File: src/ssim_pkg.sv
package ssim_pkg;
  localparam int unsigned SRC_W = 12;
  localparam int unsigned ADDR_W = 8;
  localparam logic [ADDR_W-1:0] OFS_STATUS = 8'h00;
  localparam logic [ADDR_W-1:0] OFS_ENABLE_SET = 8'h04;
  localparam logic [ADDR_W-1:0] OFS_ENABLE_CLEAR = 8'h08;
  localparam logic [ADDR_W-1:0] OFS_MASK_VIEW = 8'h0c;
  localparam logic [SRC_W-1:0] MASK_RESET = 12'h000;
  localparam logic [SRC_W-1:0] STATUS_RESET = 12'h000;
  localparam logic [SRC_W-1:0] STICKY_BITS = 12'hf20;
  localparam logic [31:0] UNMAPPED_READ = 32'h0000_0000;
  localparam int unsigned BIT_TX_HOLDING_FREE = 0;
  localparam int unsigned BIT_TX_ALL_DRAINED = 1;
  localparam int unsigned BIT_TX_DMA_COUNT_END = 2;
  localparam int unsigned BIT_TX_DMA_BUFFERS_EMPTY = 3;
  localparam int unsigned BIT_RX_WORD_AVAILABLE = 4;
  localparam int unsigned BIT_RX_OVERRUN_FLAG = 5;
  localparam int unsigned BIT_RX_DMA_COUNT_END = 6;
  localparam int unsigned BIT_RX_DMA_BUFFERS_FULL = 7;
  localparam int unsigned BIT_COMPARE_ZERO_HIT = 8;
  localparam int unsigned BIT_COMPARE_ONE_HIT = 9;
  localparam int unsigned BIT_TX_SYNC_EVENT = 10;
  localparam int unsigned BIT_RX_SYNC_EVENT = 11;

  typedef struct packed {
    logic wr;
    logic rd;
    logic [ADDR_W-1:0] addr;
    logic [31:0] wdata;
  } ssim_bus_req_t;

  typedef struct packed {
    logic tx_holding_free;
    logic tx_all_drained;
    logic tx_dma_count_end;
    logic tx_dma_counter_zero;
    logic tx_dma_next_counter_zero;
    logic rx_word_available;
    logic rx_overrun_event;
    logic rx_dma_count_end;
    logic rx_dma_counter_zero;
    logic rx_dma_next_counter_zero;
    logic compare_zero_event;
    logic compare_one_event;
    logic tx_sync_event;
    logic rx_sync_event;
  } ssim_src_t;
endpackage : ssim_pkg

File: src/ssim_irq_mask.sv
`timescale 1ns/1ps
// How it works
// - a one written to the enable register sets that mask bit, zeros leave it alone.
// - a one written to the disable register clears that mask bit, zeros change nothing.
// - reading the mask register shows one for every enabled source and zero otherwise.
// - transmit sources sit at bits 0 to 3: holding free, drained, count end, buffers empty.
// - receive sources sit at bits 4 to 7: word available, overrun, count end, buffers full.
// - compare and sync sources sit at bits 8 to 11: compare zero, compare one, tx sync, rx sync.
// - a one at bit 10 or 11 of the disable register clears those mask bits like any other.
// - compare, sync and overrun flags are sticky and cleared by a status register read.
// - the holding free flag is one while the transmit holding register is empty.
// - buffers empty and buffers full read one only when both dma counters are zero.
module ssim_irq_mask
(
  input wire logic clk_sys,
  input wire logic sys_rst,
  input wire ssim_pkg::ssim_bus_req_t bus_req,
  output logic [31:0] rdata,
  input wire ssim_pkg::ssim_src_t src,
  output logic irq
);
  logic [ssim_pkg::SRC_W-1:0] irq_mask;
  logic [ssim_pkg::SRC_W-1:0] status;
  logic [ssim_pkg::SRC_W-1:0] sticky_set;
  logic [ssim_pkg::SRC_W-1:0] sticky_q;
  logic [ssim_pkg::SRC_W-1:0] next_rdata_low;
  logic wr_set;
  logic wr_clr;
  logic rd_status;
  logic rd_mask;

  assign wr_set = bus_req.wr && (bus_req.addr == ssim_pkg::OFS_ENABLE_SET);
  assign wr_clr = bus_req.wr && (bus_req.addr == ssim_pkg::OFS_ENABLE_CLEAR);
  assign rd_status = bus_req.rd && (bus_req.addr == ssim_pkg::OFS_STATUS);
  assign rd_mask = bus_req.rd && (bus_req.addr == ssim_pkg::OFS_MASK_VIEW);

  // mask update, set and clear registers are separate addresses
  always_ff @(posedge clk_sys or posedge sys_rst)
  begin
    if (sys_rst)
      irq_mask <= ssim_pkg::MASK_RESET;
    else if (wr_set)
      irq_mask <= irq_mask | bus_req.wdata[ssim_pkg::SRC_W-1:0];
    else if (wr_clr)
      irq_mask <= irq_mask & ~bus_req.wdata[ssim_pkg::SRC_W-1:0];
  end

  // sticky event bits
  always_comb
  begin
    sticky_set = '0;
    sticky_set[ssim_pkg::BIT_RX_OVERRUN_FLAG] = src.rx_overrun_event;
    sticky_set[ssim_pkg::BIT_COMPARE_ZERO_HIT] = src.compare_zero_event;
    sticky_set[ssim_pkg::BIT_COMPARE_ONE_HIT] = src.compare_one_event;
    sticky_set[ssim_pkg::BIT_TX_SYNC_EVENT] = src.tx_sync_event;
    sticky_set[ssim_pkg::BIT_RX_SYNC_EVENT] = src.rx_sync_event;
  end

  genvar gi;
  generate
    for (gi = 0; gi < ssim_pkg::SRC_W; gi++)
    begin : g_sticky
      if (ssim_pkg::STICKY_BITS[gi])
      begin : g_on
        ssim_sticky u_sticky
        (
          .clk_sys(clk_sys),
          .sys_rst(sys_rst),
          .set_evt(sticky_set[gi]),
          .clr_evt(rd_status),
          .flag(sticky_q[gi])
        );
      end
      else
      begin : g_off
        assign sticky_q[gi] = 1'b0;
      end
    end
  endgenerate

  // status vector in documented bit order
  always_comb
  begin
    status = ssim_pkg::STATUS_RESET;
    status[ssim_pkg::BIT_TX_HOLDING_FREE] = src.tx_holding_free;
    status[ssim_pkg::BIT_TX_ALL_DRAINED] = src.tx_all_drained;
    status[ssim_pkg::BIT_TX_DMA_COUNT_END] = src.tx_dma_count_end;
    status[ssim_pkg::BIT_TX_DMA_BUFFERS_EMPTY] =
      src.tx_dma_counter_zero && src.tx_dma_next_counter_zero;
    status[ssim_pkg::BIT_RX_WORD_AVAILABLE] = src.rx_word_available;
    status[ssim_pkg::BIT_RX_OVERRUN_FLAG] = sticky_q[ssim_pkg::BIT_RX_OVERRUN_FLAG];
    status[ssim_pkg::BIT_RX_DMA_COUNT_END] = src.rx_dma_count_end;
    status[ssim_pkg::BIT_RX_DMA_BUFFERS_FULL] =
      src.rx_dma_counter_zero && src.rx_dma_next_counter_zero;
    status[ssim_pkg::BIT_COMPARE_ZERO_HIT] = sticky_q[ssim_pkg::BIT_COMPARE_ZERO_HIT];
    status[ssim_pkg::BIT_COMPARE_ONE_HIT] = sticky_q[ssim_pkg::BIT_COMPARE_ONE_HIT];
    status[ssim_pkg::BIT_TX_SYNC_EVENT] = sticky_q[ssim_pkg::BIT_TX_SYNC_EVENT];
    status[ssim_pkg::BIT_RX_SYNC_EVENT] = sticky_q[ssim_pkg::BIT_RX_SYNC_EVENT];
  end

  // interrupt line
  always_ff @(posedge clk_sys or posedge sys_rst)
  begin
    if (sys_rst)
      irq <= 1'b0;
    else
      irq <= |(status & irq_mask);
  end

  // read data, one cycle after the strobe
  always_comb
  begin
    next_rdata_low = '0;
    if (rd_mask)
      next_rdata_low = irq_mask;
    else if (rd_status)
      next_rdata_low = status;
  end

  always_ff @(posedge clk_sys or posedge sys_rst)
  begin
    if (sys_rst)
      rdata <= ssim_pkg::UNMAPPED_READ;
    else if (bus_req.rd)
      rdata <= {20'h00000, next_rdata_low};
    else
      rdata <= ssim_pkg::UNMAPPED_READ;
  end

  a_enable_sets: assert property (@(posedge clk_sys) disable iff (sys_rst)
    wr_set |=> ((irq_mask & $past(bus_req.wdata[ssim_pkg::SRC_W-1:0]))
      == $past(bus_req.wdata[ssim_pkg::SRC_W-1:0])))
    else $error("enable write did not set mask bits");

  a_enable_keeps: assert property (@(posedge clk_sys) disable iff (sys_rst)
    wr_set |=> ((irq_mask & $past(irq_mask)) == $past(irq_mask)))
    else $error("enable write cleared a mask bit");

  a_disable_clears: assert property (@(posedge clk_sys) disable iff (sys_rst)
    wr_clr |=> ((irq_mask & $past(bus_req.wdata[ssim_pkg::SRC_W-1:0])) == '0))
    else $error("disable write left a mask bit set");

  a_disable_keeps: assert property (@(posedge clk_sys) disable iff (sys_rst)
    wr_clr |=> ((irq_mask | $past(bus_req.wdata[ssim_pkg::SRC_W-1:0]))
      == ($past(irq_mask) | $past(bus_req.wdata[ssim_pkg::SRC_W-1:0]))))
    else $error("disable write set a mask bit");

  a_sync_disable: assert property (@(posedge clk_sys) disable iff (sys_rst)
    (wr_clr && bus_req.wdata[ssim_pkg::BIT_RX_SYNC_EVENT]) |=> !irq_mask[ssim_pkg::BIT_RX_SYNC_EVENT])
    else $error("rx sync disable failed");

  a_mask_read: assert property (@(posedge clk_sys) disable iff (sys_rst)
    (rd_mask && !wr_set && !wr_clr) |=> (rdata == {20'h00000, $past(irq_mask)}))
    else $error("mask read data wrong");

  a_irq_level: assert property (@(posedge clk_sys) disable iff (sys_rst)
    ##1 (irq == |($past(status) & $past(irq_mask))))
    else $error("interrupt level wrong");

  a_sticky_clear: assert property (@(posedge clk_sys) disable iff (sys_rst)
    (rd_status && !src.compare_zero_event) |=> !status[ssim_pkg::BIT_COMPARE_ZERO_HIT])
    else $error("compare flag not cleared by status read");

  a_buf_empty: assert property (@(posedge clk_sys) disable iff (sys_rst)
    status[ssim_pkg::BIT_TX_DMA_BUFFERS_EMPTY] |-> (src.tx_dma_counter_zero && src.tx_dma_next_counter_zero))
    else $error("buffers empty without both counters zero");

  a_holding_free: assert property (@(posedge clk_sys) disable iff (sys_rst)
    rd_status |=> (rdata[ssim_pkg::BIT_TX_HOLDING_FREE] == $past(src.tx_holding_free)))
    else $error("holding free read wrong");

  // register bus and read path
  a_enable_exact: assert property (@(posedge clk_sys) disable iff (sys_rst)
    wr_set |=> (irq_mask == ($past(irq_mask) | $past(bus_req.wdata[ssim_pkg::SRC_W-1:0]))))
    else $error("enable write changed the wrong mask bits");

  a_disable_exact: assert property (@(posedge clk_sys) disable iff (sys_rst)
    wr_clr |=> (irq_mask == ($past(irq_mask) & ~$past(bus_req.wdata[ssim_pkg::SRC_W-1:0]))))
    else $error("disable write changed the wrong mask bits");

  a_mask_stable: assert property (@(posedge clk_sys) disable iff (sys_rst)
    (!wr_set && !wr_clr) |=> $stable(irq_mask))
    else $error("mask changed without a write");

  a_tx_sync_disable: assert property (@(posedge clk_sys) disable iff (sys_rst)
    (wr_clr && bus_req.wdata[ssim_pkg::BIT_TX_SYNC_EVENT]) |=> !irq_mask[ssim_pkg::BIT_TX_SYNC_EVENT])
    else $error("tx sync disable failed");

  a_tx_sync_enable: assert property (@(posedge clk_sys) disable iff (sys_rst)
    (wr_set && bus_req.wdata[ssim_pkg::BIT_TX_SYNC_EVENT]) |=> irq_mask[ssim_pkg::BIT_TX_SYNC_EVENT])
    else $error("tx sync enable failed");

  a_rx_sync_enable: assert property (@(posedge clk_sys) disable iff (sys_rst)
    (wr_set && bus_req.wdata[ssim_pkg::BIT_RX_SYNC_EVENT]) |=> irq_mask[ssim_pkg::BIT_RX_SYNC_EVENT])
    else $error("rx sync enable failed");

  a_status_read: assert property (@(posedge clk_sys) disable iff (sys_rst)
    rd_status |=> (rdata == {20'h00000, $past(status)}))
    else $error("status read data wrong");

  a_upper_zero: assert property (@(posedge clk_sys) disable iff (sys_rst)
    rdata[31:ssim_pkg::SRC_W] == '0)
    else $error("upper read bits not zero");

  a_rdata_idle: assert property (@(posedge clk_sys) disable iff (sys_rst)
    !bus_req.rd |=> (rdata == ssim_pkg::UNMAPPED_READ))
    else $error("read data not zero outside a read");

  a_unmapped_read: assert property (@(posedge clk_sys) disable iff (sys_rst)
    (bus_req.rd && !rd_status && !rd_mask) |=> (rdata == ssim_pkg::UNMAPPED_READ))
    else $error("unmapped read not zero");

  // status bit positions
  a_rd_tx_drained: assert property (@(posedge clk_sys) disable iff (sys_rst)
    rd_status |=> (rdata[ssim_pkg::BIT_TX_ALL_DRAINED] == $past(src.tx_all_drained)))
    else $error("drained bit read wrong");

  a_rd_tx_end: assert property (@(posedge clk_sys) disable iff (sys_rst)
    rd_status |=> (rdata[ssim_pkg::BIT_TX_DMA_COUNT_END] == $past(src.tx_dma_count_end)))
    else $error("tx count end bit read wrong");

  a_rd_tx_bufe: assert property (@(posedge clk_sys) disable iff (sys_rst)
    rd_status |=> (rdata[ssim_pkg::BIT_TX_DMA_BUFFERS_EMPTY]
      == $past(src.tx_dma_counter_zero && src.tx_dma_next_counter_zero)))
    else $error("buffers empty bit read wrong");

  a_rd_rx_avail: assert property (@(posedge clk_sys) disable iff (sys_rst)
    rd_status |=> (rdata[ssim_pkg::BIT_RX_WORD_AVAILABLE] == $past(src.rx_word_available)))
    else $error("word available bit read wrong");

  a_rd_rx_end: assert property (@(posedge clk_sys) disable iff (sys_rst)
    rd_status |=> (rdata[ssim_pkg::BIT_RX_DMA_COUNT_END] == $past(src.rx_dma_count_end)))
    else $error("rx count end bit read wrong");

  a_rd_rx_buff: assert property (@(posedge clk_sys) disable iff (sys_rst)
    rd_status |=> (rdata[ssim_pkg::BIT_RX_DMA_BUFFERS_FULL]
      == $past(src.rx_dma_counter_zero && src.rx_dma_next_counter_zero)))
    else $error("buffers full bit read wrong");

  a_rx_buf_full: assert property (@(posedge clk_sys) disable iff (sys_rst)
    status[ssim_pkg::BIT_RX_DMA_BUFFERS_FULL] |-> (src.rx_dma_counter_zero && src.rx_dma_next_counter_zero))
    else $error("buffers full without both counters zero");

  // sticky flags
  a_ovr_sticky: assert property (@(posedge clk_sys) disable iff (sys_rst)
    src.rx_overrun_event |=> status[ssim_pkg::BIT_RX_OVERRUN_FLAG])
    else $error("overrun event not latched");

  a_cmp0_sticky: assert property (@(posedge clk_sys) disable iff (sys_rst)
    src.compare_zero_event |=> status[ssim_pkg::BIT_COMPARE_ZERO_HIT])
    else $error("compare zero event not latched");

  a_cmp1_sticky: assert property (@(posedge clk_sys) disable iff (sys_rst)
    src.compare_one_event |=> status[ssim_pkg::BIT_COMPARE_ONE_HIT])
    else $error("compare one event not latched");

  a_tx_sync_event_sticky: assert property (@(posedge clk_sys) disable iff (sys_rst)
    src.tx_sync_event |=> status[ssim_pkg::BIT_TX_SYNC_EVENT])
    else $error("tx sync event not latched");

  a_rx_sync_event_sticky: assert property (@(posedge clk_sys) disable iff (sys_rst)
    src.rx_sync_event |=> status[ssim_pkg::BIT_RX_SYNC_EVENT])
    else $error("rx sync event not latched");

  a_ovr_clear: assert property (@(posedge clk_sys) disable iff (sys_rst)
    (rd_status && !src.rx_overrun_event) |=> !status[ssim_pkg::BIT_RX_OVERRUN_FLAG])
    else $error("overrun flag not cleared by status read");

  a_cmp1_clear: assert property (@(posedge clk_sys) disable iff (sys_rst)
    (rd_status && !src.compare_one_event) |=> !status[ssim_pkg::BIT_COMPARE_ONE_HIT])
    else $error("compare one flag not cleared by status read");

  a_tx_sync_event_clear: assert property (@(posedge clk_sys) disable iff (sys_rst)
    (rd_status && !src.tx_sync_event) |=> !status[ssim_pkg::BIT_TX_SYNC_EVENT])
    else $error("tx sync flag not cleared by status read");

  a_rx_sync_event_clear: assert property (@(posedge clk_sys) disable iff (sys_rst)
    (rd_status && !src.rx_sync_event) |=> !status[ssim_pkg::BIT_RX_SYNC_EVENT])
    else $error("rx sync flag not cleared by status read");

  a_sticky_hold: assert property (@(posedge clk_sys) disable iff (sys_rst)
    !rd_status |=> ((sticky_q & $past(sticky_q)) == $past(sticky_q)))
    else $error("sticky flag dropped without a status read");

  a_rd_ovr: assert property (@(posedge clk_sys) disable iff (sys_rst)
    (rd_status && $past(src.rx_overrun_event)) |=> rdata[ssim_pkg::BIT_RX_OVERRUN_FLAG])
    else $error("overrun flag missing from status read");

  a_rd_cmp0: assert property (@(posedge clk_sys) disable iff (sys_rst)
    (rd_status && $past(src.compare_zero_event)) |=> rdata[ssim_pkg::BIT_COMPARE_ZERO_HIT])
    else $error("compare zero flag missing from status read");

  a_rd_cmp1: assert property (@(posedge clk_sys) disable iff (sys_rst)
    (rd_status && $past(src.compare_one_event)) |=> rdata[ssim_pkg::BIT_COMPARE_ONE_HIT])
    else $error("compare one flag missing from status read");

  a_rd_tx_sync_event: assert property (@(posedge clk_sys) disable iff (sys_rst)
    (rd_status && $past(src.tx_sync_event)) |=> rdata[ssim_pkg::BIT_TX_SYNC_EVENT])
    else $error("tx sync flag missing from status read");

  a_rd_rx_sync_event: assert property (@(posedge clk_sys) disable iff (sys_rst)
    (rd_status && $past(src.rx_sync_event)) |=> rdata[ssim_pkg::BIT_RX_SYNC_EVENT])
    else $error("rx sync flag missing from status read");

  // interrupt output
  a_irq_off: assert property (@(posedge clk_sys) disable iff (sys_rst)
    ((status & irq_mask) == '0) |=> !irq)
    else $error("interrupt high with nothing unmasked");

  a_irq_on: assert property (@(posedge clk_sys) disable iff (sys_rst)
    ((status & irq_mask) != '0) |=> irq)
    else $error("interrupt low with an unmasked flag");
endmodule : ssim_irq_mask

File: src/ssim_sticky.sv
`timescale 1ns/1ps
module ssim_sticky
(
  input wire logic clk_sys,
  input wire logic sys_rst,
  input wire logic set_evt,
  input wire logic clr_evt,
  output logic flag
);
  // set wins over a clearing read
  always_ff @(posedge clk_sys or posedge sys_rst)
  begin
    if (sys_rst)
      flag <= 1'b0;
    else if (set_evt)
      flag <= 1'b1;
    else if (clr_evt)
      flag <= 1'b0;
  end

  a_set_wins: assert property (@(posedge clk_sys) disable iff (sys_rst)
    set_evt |=> flag)
    else $error("sticky flag lost its event");
endmodule : ssim_sticky
File: config.mk
export PLATFORM = sky130hd
export DESIGN_NAME = ssim_irq_mask
export DESIGN_NICKNAME = d
export VERILOG_FILES = /design/src/ssim_pkg.sv /design/src/ssim_irq_mask.sv /design/src/ssim_sticky.sv
export SDC_FILE = /design/constraint.sdc
export NUM_CORES = 1
export LEC_CHECK = 0
export BUFFER_PORTS_ARGS = -buffer_cell sky130_fd_sc_hd__buf_2
export CAP_MARGIN = 20
export CORE_MARGIN = 2
export CORE_UTILIZATION = 45
export CTS_CLUSTER_SIZE = 14
export DETAILED_ROUTE_END_ITERATION = 12
export GPL_TIMING_DRIVEN = 0
export PLACE_DENSITY = 0.84
export SYNTH_ARGS = -nofsm -noshare
export SYNTH_HDL_FRONTEND = slang
export SYNTH_SLANG_ARGS = --single-unit
File: constraint.sdc
create_clock -name clk_sys -period 1.84 [get_ports clk_sys]
set_input_delay 0.276 -clock clk_sys [delete_from_list [all_inputs] [get_ports clk_sys]]
set_output_delay 0.276 -clock clk_sys [all_outputs]
set_load 0.005 [all_outputs]
Word level (Yosys, flattened, before mapping)
Index checks and enable logic that the tools add are counted.
{"block": "word_totals", "inputBits": 58, "ff_bits": 50, "out_inout_bits": 33, "elab_cells": 40}
{"block": "op_classes", "n_reduce_logical": 14, "muxes": 11, "n_bitwise": 4, "eq_ne": 3}
{"operator": "2-to-1 mux 12 bit", "count": 5}
{"operator": "bitwise AND 12 bit", "count": 2}
{"operator": "== test 8 x 4 -> 1 bit (second input constant)", "count": 2}
{"operator": "inverter 12 bit", "count": 1}
{"operator": "bitwise OR 12 bit", "count": 1}
{"operator": "nonzero test 2 bit", "count": 6}
{"operator": "OR reduction 12 bit", "count": 1}
{"operator": "== test 8 x 3 -> 1 bit (second input constant)", "count": 1}
{"operator": "logical NOT 8 bit", "count": 1}
{"operator": "logical AND 1 bit", "count": 6}
{"operator": "2-to-1 mux 1 bit", "count": 6}

Longest topological paths before layout
{"block": "depth", "word_depth": 5, "depth_mapped": 4, "mapped_depth_nobuf": 3}

Modules after synthesis
A second synthesis with hierarchy kept.
{"block": "hier_totals", "cells_unflattened": 132, "hier_area_um2": 1492.7}
{"module": "ssim_irq_mask", "n_inst": 1, "area_per_inst_um2": 1292.5, "seq_area_each_um2": 625.6, "cells_each": 112}
{"module": "ssim_sticky", "n_inst": 5, "area_per_inst_um2": 40.0, "seq_area_each_um2": 25.0, "cells_each": 4}

Worst setup path before layout
No wires, ideal clock.
{"block": "synth_path", "kind": "input-to-reg", "startpoint": "in bus_req[33] (netlist bit)", "endpoint": "reg (tool-made name)", "path_stages": 4, "path_slack_ns": 0.548, "t_required_ns": 1.719, "t_arrival_ns": 1.171, "setup_time_ns": 0.121, "cell_sequence": "nor3b_1 > clkbuf_1 > nand4_1 > a22o_1"}
{"element": "start: declaration", "line_no": "ssim_irq_mask.sv:17", "rtl": "input wire ssim_pkg::ssim_bus_req_t bus_req,"}

==> metrics.cfg <==
[outcome]
status=completed

[sta]
finalSetupViolCount=0
rsz0062_at_grt=false
drv_slew=0
relSlewSlack_pct=58.7
post-route-min-period_ns=1.31
setup_tns_ns=0
layout_setup_ws_ns=0.527
hold_violations=0
clock.fmax_mhz=761
skew_ns=0.00163
tightest_slew_ns=0.619
min_period_over_period_pct=71.4

[placement]
pre_cts_ws_ns=0.162
port_buffers=50
gp_congestion=0.841
dp_hpwl_mm=2.41

[clocking]
htreeDepth=2
holdBufCountCts=0
path_clk_slew_ns=0.08
cts-resized-gates=0
cts_sinks=30
cts_tree=built
clk_path_buf_depth=2
cts_setup_buffers=0
clkLatencyLatePin_ns=0.33
root_buffer=clkbuf_4
cts_buffers=5

[synth]
netlist_area_um2=1410
seq_area_frac_synth_pct=53.1
yosys_warnings=0
syn-instance-count=117
avgSynthCellArea_um2=12.1
ys_ff_latch=30
synthDistinctLibCells=20

[global_route]
grt_max_degree=31
grt_first_pass_wirelength_mm=5.02
overflow=0
grtUsageTotal_pct=19.5
grt_pass1_vias=1129
antenna_found_initial=0

[power]
p_leak_nw=0.978
power_density_nw_per_um2=667
swShare_pct=24.4
combPwrFrac_pct=13.1
power.internal_uw=936
p_seq_share_pct=55.8
ir_drop_mv=0.321
netSwitchingPower_uw=302
clock_power_share_pct=31.1

[final_layout]
fill_cells=259
n_antenna_cell=0
fin_nets=252
syn_to_final_growth_pct=31.4
drive_above_1_share_pct=42.5

[route]
drtIter0Drc=23
wl_per_cell_um=13.7
drc=0
drtPass1Iterations=4
drt_wl_total_mm=3.24
routed_via_density=5.18
ant_nets=0
route.vias.total=1227

[floorplanning]
ios=91
die_area_um2=3600
die_y_um=60.0
die-width_um=60.0
row_count=20
initial_core_util_pct=46.7
core_area_um2=3030

[worst_setup_path]
crit_path_start_kind=primary input
r2r-end=irq
worst_ep_arrival_time_ns=1.54
r2r_slack_ns=0.72
cp_max_fo=10
end_kind=flop
crit_type=in -> reg
reg2reg_depth=3
required_ns=2.07

[worst_hold_path]
hold_path.class=in -> async

[job]
drv_cap=0

-- Yosys cell counts --
library cell  instances  area (µm²)
a21o_1                5        37.5
a221oi_1              2        17.5
a22o_1               25         219
a31oi_1               1        6.26
a32o_1                2        20.0
and2_0                1        6.26
and4_1                2        17.5
and4b_1               1        10.0
buf_2                 1        5.00
buf_4                23         173
clkbuf_1              2        7.51
conb_1                1        3.75
dfrtp_1              30         751
inv_1                 1        3.75
nand3_1               1        5.00
nand4_1              14        87.6
nor2_1                2        7.51
nor2b_1               1        6.26
nor3b_1               1        7.51
nor4_4                1        21.3
-- cell families (layout without fill, tap and decap cells) --
logic type,after synthesis,in the layout,synth area share (%)
flops,30,30,53.1
buf+inv,27,84,13.4
other cells,1,20,0.265
compound gates,35,35,21.3
simple gates,24,24,12.0
-- layout make-up --
type	count	area, µm²	area share, %
buffer	26	185	9.98
clock buffer	6	51.3	2.76
inverter	1	3.75	0.202
sequential	30	751	40.5
tap	44	55.1	2.97
timing repair buffer	51	265	14.3
multi-input combinational	79	544	29.3
-- worst max path at each step --
| stage | slack, ns | to | startpoint | cells after the start |
|---|---|---|---|---|
| 2_1_floorplan | 0.55 | flop | bus_req[33] | 4 |
| 3_5_place_dp | 0.16 | flop | bus_req[33] | 5 |
| 6_report | 0.53 | flop | bus_req[33] | 5 |
| 4_1_cts | 0.52 | flop | bus_req[33] | 5 |
| 3_3_place_gp | 0.22 | flop | bus_req[33] | 5 |
| 5_1_grt | 0.40 | flop | bus_req[33] | 5 |
-- power groups by stage --
| stage | Clock (mW) | Combinational, mW | Sequential (mW) |
|---|---|---|---|
| after floorplan | 0 | 0.0876 | 0.701 |
| after global placement | 0 | 0.153 | 0.702 |
| after detailed placement | 0 | 0.157 | 0.703 |
| after CTS | 0.386 | 0.157 | 0.690 |
| after global routing | 0.412 | 0.179 | 0.693 |
| final | 0.385 | 0.162 | 0.690 |
-- worst max-delay path, cell delays in order --
cell and delay (ns):
buf_2 0.10, nor3b_1 0.38, clkbuf_1 0.42, nand4_1 0.15, a22o_1 0.20
-- layer usage --
metal	part of all wire [%]	track usage [%]	wire length, µm
met1	37	21.7	1190
met3	12	5.41	376
met4	2.2	10.5	72
met5	0	0	0
met2	49	33.4	1600
-- through the flow --
stage / utilization [%] / area, µm² / total power, mW / hold slack [ns] / instances
floorplan: - / 1480 / 0.789 / 0.367 / 136
global placement: 59.1 / 1790 / 0.855 / 0.455 / 230
detailed placement: 59.1 / 1790 / 0.860 / 0.458 / 230
CTS: 60.8 / 1840 / 1.23 / 0.117 / 236
global route: 61.3 / 1860 / 1.28 / 0.0712 / 237
finish: 61.3 / 1860 / 1.24 / 0.00246 / 237
-- cell usage in the layout (no fill, tap or decap), types with 5 or more instances in the layout --
cell and count:
a22o_1 25, a21o_1 5, dfrtp_1 30, buf_4 23
nand4_1 14, conb_1 20, clkbuf_4 5, buf_2 51
Note: power is estimated with default switching activity, not from simulation.
